## src/idle_pkg.sv

```systemverilog
`default_nettype none
package idle_pkg;
  localparam int unsigned ADDR_W = 16;
  localparam int unsigned DATA_W = 16;
  localparam int unsigned NUM_DOM = 9;
  localparam int unsigned NUM_PER = 14;
  localparam logic [ADDR_W-1:0] IDLE_CFG_OFS = 16'h0001;
  localparam logic [ADDR_W-1:0] IDLE_STATUS_OFS = 16'h0002;
  localparam logic [ADDR_W-1:0] PERIPH_CTRL_OFS = 16'h9400;
  localparam int unsigned DOM_CPU = 0;
  localparam int unsigned DOM_DMA_HOST = 1;
  localparam int unsigned DOM_INSTRUCTION_CACHE = 2;
  localparam int unsigned DOM_PERIPH = 3;
  localparam int unsigned DOM_CLK = 4;
  localparam int unsigned DOM_EXTERNAL_MEMORY_INTERFACE = 5;
  localparam int unsigned DOM_IO_PORT = 6;
  localparam int unsigned DOM_MASTER_PORT = 7;
  localparam int unsigned DOM_INSTRUCTION_CACHE_PORT = 8;
  localparam int unsigned PER_PIO = 9;
  localparam int unsigned PER_WDT = 10;
  localparam int unsigned PER_OS_TIMER = 11;
  localparam int unsigned PER_EXTERNAL_MEMORY_INTERFACE = 12;
  localparam int unsigned PER_MISC = 13;
  localparam logic [NUM_DOM-1:0] CLK_NEEDS_MASK = 9'h1f7;
  localparam logic [NUM_DOM-1:0] DOM_NONE = 9'h000;
  localparam logic [NUM_PER-1:0] PER_WR_MASK = 14'h3fff;
  localparam logic [NUM_PER-1:0] PER_SEL_MASK = 14'h3fef;
  localparam logic [NUM_PER-1:0] PER_NONE = 14'h0000;
  localparam logic [NUM_DOM-1:0] CFG_RESET = 9'h000;
  localparam logic [NUM_PER-1:0] PERIPHERAL_IDLE_CONTROL_RESET = 14'h0000;
  localparam logic [DATA_W-1:0] READ_ZERO = 16'h0000;

  typedef struct packed {
    logic wr;
    logic rd;
    logic [ADDR_W-1:0] addr;
    logic [DATA_W-1:0] wdata;
  } reg_req_t;

  typedef enum logic [2:0] {
    RUN_ST = 3'b001,
    STOPPING_ST = 3'b010,
    ASLEEP_ST = 3'b100
  } pwr_state_t;
endpackage
`default_nettype wire

```

## src/idle_ctrl.sv

```systemverilog
// Function
// - Bit 8 shows instruction_cache port stopped
// - Bit 7 shows DMA/host port stopped
// - Bit 6 shows I/O port stopped
// - Bit 5 shows external memory stopped
// - Bit 4 shows clock generator stopped
// - Bit 3 shows peripheral domain idled
// - Bit 2 shows instruction cache stopped
// - Bit 1 shows DMA and host stopped
// - Bit 0 shows CPU stopped
// - Control bit 13 idles misc modules
// - Control bit 12 idles external memory
// - Control bit 11 idles OS timer
// - Control bit 10 idles watchdog
// - Control bit 9 idles parallel GPIO
// - Enable clear plus IDLE wakes all peripherals
// - IDLE wakes peripherals whose bit is zero
// - Enable selects exactly the chosen peripherals
// - Bits 8..0 select others, bit 4 reserved
// - Clock idle without all others but bit 3 raises bus error
//
// Implementation choice: the plain strobed port.
`timescale 1ns/1ps
`default_nettype none
module idle_ctrl
  import idle_pkg::*;
(
  input wire logic sys_clk,
  input wire logic rstn,
  input wire reg_req_t bus_req,
  output logic [DATA_W-1:0] rd_data,
  input wire logic idle_instr,
  input wire logic wake_evt,
  input wire logic [NUM_DOM-1:0] domain_stopped,
  output logic [NUM_DOM-1:0] domain_off,
  output logic [NUM_PER-1:0] periph_off,
  output logic bus_err,
  output logic sleep_done
);

  logic [NUM_DOM-1:0] cfg_q;
  logic [NUM_DOM-1:0] cfg_d;
  logic [NUM_PER-1:0] peripheral_idle_control_q;
  logic [NUM_PER-1:0] peripheral_idle_control_d;
  logic [NUM_DOM-1:0] dom_off_q;
  logic [NUM_DOM-1:0] dom_off_d;
  logic [NUM_PER-1:0] per_off_q;
  logic [NUM_PER-1:0] per_off_d;
  logic [NUM_DOM-1:0] status_q;
  logic [NUM_DOM-1:0] status_d;
  logic [DATA_W-1:0] rd_data_q;
  logic [DATA_W-1:0] rd_data_d;
  logic bus_err_q;
  logic bus_err_d;
  logic sleep_q;
  logic sleep_d;
  pwr_state_t state_q;
  pwr_state_t state_d;

  wire hit_cfg = bus_req.addr == IDLE_CFG_OFS;
  wire hit_status = bus_req.addr == IDLE_STATUS_OFS;
  wire hit_peripheral_idle_control = bus_req.addr == PERIPH_CTRL_OFS;
  wire wr_cfg = bus_req.wr && hit_cfg;
  wire wr_peripheral_idle_control = bus_req.wr && hit_peripheral_idle_control;

  // Clock idle is only legal when every other domain except the peripheral domain (bit 3) idles too
  wire clk_bad = cfg_q[DOM_CLK] && ((cfg_q & CLK_NEEDS_MASK) != CLK_NEEDS_MASK);
  wire idle_take = idle_instr && !clk_bad;
  wire per_en = cfg_q[DOM_PERIPH];

  // Reserved bit 4 is stored but never gates a peripheral
  wire [NUM_PER-1:0] per_sel = per_en ? (peripheral_idle_control_q & PER_SEL_MASK) : PER_NONE;
  wire [NUM_DOM-1:0] pending = dom_off_q & ~domain_stopped;

  wire [DATA_W-1:0] cfg_rd = {{(DATA_W-NUM_DOM){1'b0}}, cfg_q};
  wire [DATA_W-1:0] status_rd = {{(DATA_W-NUM_DOM){1'b0}}, status_q};
  wire [DATA_W-1:0] peripheral_idle_control_rd = {{(DATA_W-NUM_PER){1'b0}}, peripheral_idle_control_q};

  assign cfg_d = wr_cfg ? bus_req.wdata[NUM_DOM-1:0] : cfg_q;
  assign peripheral_idle_control_d = wr_peripheral_idle_control ? (bus_req.wdata[NUM_PER-1:0] & PER_WR_MASK) : peripheral_idle_control_q;

  // A new IDLE reloads every request, so zero bits wake their domains
  assign dom_off_d = idle_take ? cfg_q : (wake_evt ? DOM_NONE : dom_off_q);

  // Peripheral selects apply only through the peripheral enable
  assign per_off_d = idle_take ? per_sel : (wake_evt ? PER_NONE : per_off_q);

  // Status waits for the domain to confirm it has stopped
  assign status_d = dom_off_q & domain_stopped;

  assign bus_err_d = idle_instr && clk_bad;

  assign rd_data_d = !bus_req.rd ? READ_ZERO :
                     hit_status ? status_rd :
                     hit_peripheral_idle_control ? peripheral_idle_control_rd :
                     hit_cfg ? cfg_rd : READ_ZERO;

  always_comb begin
    state_d = state_q;
    unique case (state_q)
      RUN_ST: begin
        if (idle_take && (cfg_q != DOM_NONE)) begin
          state_d = STOPPING_ST;
        end
      end
      STOPPING_ST: begin
        // A fresh IDLE reloads the requests, so the old pending set must not end the wait
        if (idle_take) begin
          state_d = (cfg_q != DOM_NONE) ? STOPPING_ST : RUN_ST;
        end else if (wake_evt) begin
          state_d = RUN_ST;
        end else if (pending == DOM_NONE) begin
          state_d = ASLEEP_ST;
        end
      end
      ASLEEP_ST: begin
        if (idle_take) begin
          state_d = (cfg_q != DOM_NONE) ? STOPPING_ST : RUN_ST;
        end else if (wake_evt) begin
          state_d = RUN_ST;
        end
      end
      default: begin
        state_d = RUN_ST;
      end
    endcase
  end

  assign sleep_d = state_d == ASLEEP_ST;

  always_ff @(posedge sys_clk or negedge rstn) begin
    if (!rstn) begin
      cfg_q <= CFG_RESET;
      peripheral_idle_control_q <= PERIPHERAL_IDLE_CONTROL_RESET;
    end else begin
      cfg_q <= cfg_d;
      peripheral_idle_control_q <= peripheral_idle_control_d;
    end
  end

  always_ff @(posedge sys_clk or negedge rstn) begin
    if (!rstn) begin
      dom_off_q <= DOM_NONE;
      per_off_q <= PER_NONE;
      status_q <= DOM_NONE;
    end else begin
      dom_off_q <= dom_off_d;
      per_off_q <= per_off_d;
      status_q <= status_d;
    end
  end

  always_ff @(posedge sys_clk or negedge rstn) begin
    if (!rstn) begin
      rd_data_q <= READ_ZERO;
      bus_err_q <= 1'b0;
      sleep_q <= 1'b0;
      state_q <= RUN_ST;
    end else begin
      rd_data_q <= rd_data_d;
      bus_err_q <= bus_err_d;
      sleep_q <= sleep_d;
      state_q <= state_d;
    end
  end

  assign rd_data = rd_data_q;
  assign domain_off = dom_off_q;
  assign periph_off = per_off_q;
  assign bus_err = bus_err_q;
  assign sleep_done = sleep_q;
endmodule // idle_ctrl
`default_nettype wire

```

## config.mk

```make
export PLATFORM = sky130hd
export DESIGN_NAME = idle_ctrl
export DESIGN_NICKNAME = d
export VERILOG_FILES = /design/src/idle_pkg.sv /design/src/idle_ctrl.sv
export SDC_FILE = /design/constraint.sdc
export NUM_CORES = 1
export LEC_CHECK = 0
export BUFFER_PORTS_ARGS = -buffer_cell sky130_fd_sc_hd__clkbuf_2
export CAP_MARGIN = 10
export CORE_ASPECT_RATIO = 1.5
export CORE_MARGIN = 8
export CORE_UTILIZATION = 35
export DETAILED_ROUTE_END_ITERATION = 8
export SLEW_MARGIN = 40
export SYNTH_ARGS = -nofsm -noshare
export SYNTH_HDL_FRONTEND = slang
export SYNTH_SLANG_ARGS = --single-unit
export TNS_END_PERCENT = 5
```

## constraint.sdc

```tcl
create_clock -name sys_clk -period 2.2 [get_ports sys_clk]
set_clock_uncertainty 0.15 [all_clocks]
set_input_delay 0.11 -clock sys_clk [delete_from_list [all_inputs] [get_ports sys_clk]]
set_output_delay 0.11 -clock sys_clk [all_outputs]
set_load 0.005 [all_outputs]
```

==> metrics.csv <==
metric,value,unit
synth_top_area_frac,0.5821,
numPortBuffers,82,
first_global_vias,2582,
min_period_over_period,0.8638,
drt_iter0_markers,102,
post_cts_buffers,0,
crit_arrival,1960,ps
tns,0,ps
cts_buffers,9,
avgRoutedWirePerCell,15.74,um
ctsHoldBuffers,25,
grt_pass1_wl,12680,um
vias,2379,
synth.largest_area_cell,dfrtp_1,
period_needed,1900,ps
synth_cells,258,
root_buffer,clkbuf_16,
groute.usage.overall,0.1306,
cts_tree,yes,
startpoint_type,flip-flop,
post-route-drc-count,0,
pwr_density_cell,675.2,mW/mm^2
synth.most_common_cell,dfrtp_1,
overflow,0,
critPathMaxFanout,5,
core.rowCount,42,
dieWidth,92.79,um
status,completed,
htreeDepth,3,
fill_cells,837,
antenna_left,0,
crit_type,reg -> reg,
clkSlewWorstSetupHoldPaths,60,ps
firstDrtPassIters,4,
num-nets-final,418,
startpoint,cfg_q[1]$_DFFE_PN0P_,
rsz0062_at_grt,no,
drt_wl_total,7648,um
yosys-top-cells-count,"dfrtp_1 (72), nand2b_1 (23), o21ai_0 (18)",
dpl.hpwl,5501,um
multi_input_area,0.001141,sq mm
ios,88,
hold_viol,0,
setup_viol,0,
clock-sinks,73,
timing.fmax,526.2,MHz
yosysWarningCount,0,
core,0.008723,sq mm
syn-cell-area,0.003095,sq mm
fin_ws,299.7,ps
ys_seq_area_frac,0.5905,
critPathCaptureType,flip-flop,
clockBufferDepth,2,
leakage,2.134,nW
dpl_worst_slack,227.6,ps
area_delta_synth_final,34.80,%
cap_violations,0,
tightest_slew,650.7,ps
via_per_inst,4.895,
irDropWorstVdd,0.3680,mV
grt_max_degree,74,
antenna_found_initial,0,
dieArea,0.01217,sq mm
cts_resized,0,
start_util,0.3548,
drive_gt1_frac,0.3617,
place.gp.congestion,0.7703,
seq_area,0.001828,sq mm
r2r_start,cfg_q[1]$_DFFE_PN0P_,
ys.flop_type,dfrtp_1,
ys_ff_latch,73,
crit_required,2260,ps
synth-edff-count,0,
synth_cell_types,36,
clk_latency,320,ps
hold_class,in -> async,
slew_violations,0,
syn_area_per_cell,12.00,sq um
dieHeight,131.2,um
n_antenna_cell,0,
relSlewSlack,0.5662,
synth_area_leaders,"dfrtp_1 (58%), mux2_2 (5.1%), nand2b_1 (4.6%), mux2_4 (4.4%), a222oi_1 (2.9%)",
synthArstFlopShare,1.000,
[critical path, cell delays in order, from the launching register on]
cell	delay, ps
dfrtp_1	430
nor4_1	300
nand2_1	90
o41ai_1	290
buf_4	190
o31ai_1	60
a211o_1	270
[report_power, final]
group          leakage (nW)  switching (mW)  internal (mW)
Clock                 0.139           0.507          0.819
Sequential             1.02        0.000274           1.34
Combinational         0.978          0.0764         0.0710
[cell type report]
type                    instances  area share
well taps                     110     0.03298
inverters                      17     0.01529
flip-flops and latches         73      0.4381
repair buffers                115      0.1742
clock inverters                 3    0.003598
multi-input cells             155      0.2735
clock buffers                  13     0.06237
[state kept, by name, summed over array words and instances, names as in the netlist]
name	flops
rd_data	14
sleep_done	1
peripheral_idle_control_q	14
domain_off	9
bus_err	1
periph_off	13
status_q	9
state_q	3
cfg_q	9
[worst paths after layout]
kind,slack (ps),depth (start not counted),to
worst max-delay path,300,6,state_q[1]$_DFF_PN0_
max in group asynchronous,1240,2,domain_off[8]$_DFFE_PN0P_
worst max register to register,300,6,state_q[1]$_DFF_PN0_
min in group sys_clk,200,2,sleep_done$_DFF_PN0_
worst min-delay path,200,2,rd_data[12]$_DFF_PN0_
worst min register to register,330,2,rd_data[8]$_DFF_PN0_
[cells by family (layout without fill, tap and decap cells)]
group | count (synthesis) | count (layout) | share of synthesized area
AOI/OAI and AO/OA | 44 | 44 | 0.09984
buffers and inverters | 32 | 148 | 0.04769
DFF | 73 | 73 | 0.5905
muxes | 23 | 23 | 0.09458
other | 1 | 3 | 0.001211
and+or+nand+nor | 85 | 85 | 0.1661
[per-stage QoR]
stage	power, mW	hold WS, ps	instances	area [sq um]	utilization
final	2.818	199.8	486	4173	0.4783
after global routing	2.919	242.4	486	4173	0.4783
after floorplan	1.402	-335.6	260	3103	-
after global placement	1.479	149.1	445	3643	0.4177
after detailed placement	1.482	24.51	445	3647	0.4181
after CTS	2.857	196.8	486	4173	0.4783
[layout by cell type (no fill, tap or decap), drive strengths merged]
cell type,n
clkbuf,94
dfrtp,72
dlygate4sd3,25
nand2b,23
mux2,23
o21ai,18
inv,17
and2,14
nand3,14
nand2,10
a222oi,9
buf,9
nor3,7
o31ai,6
nor2,5
nand4,5
conb,3
clkinv,3
nor4,3
a2111oi,2
a21oi,2
o22ai,2
or4,2
o221ai,1
o2111ai,1
and4b,1
o41ai,1
nor4b,1
a211o,1
a22o,1
dfstp,1
[metal layers]
metal	track usage	part of all wire
met1	0.1483	0.41
met2	0.2227	0.52
met3	0.02965	0.048
met4	0.06301	0.021
met5	0	0
(Power assumes the default switching activity.)
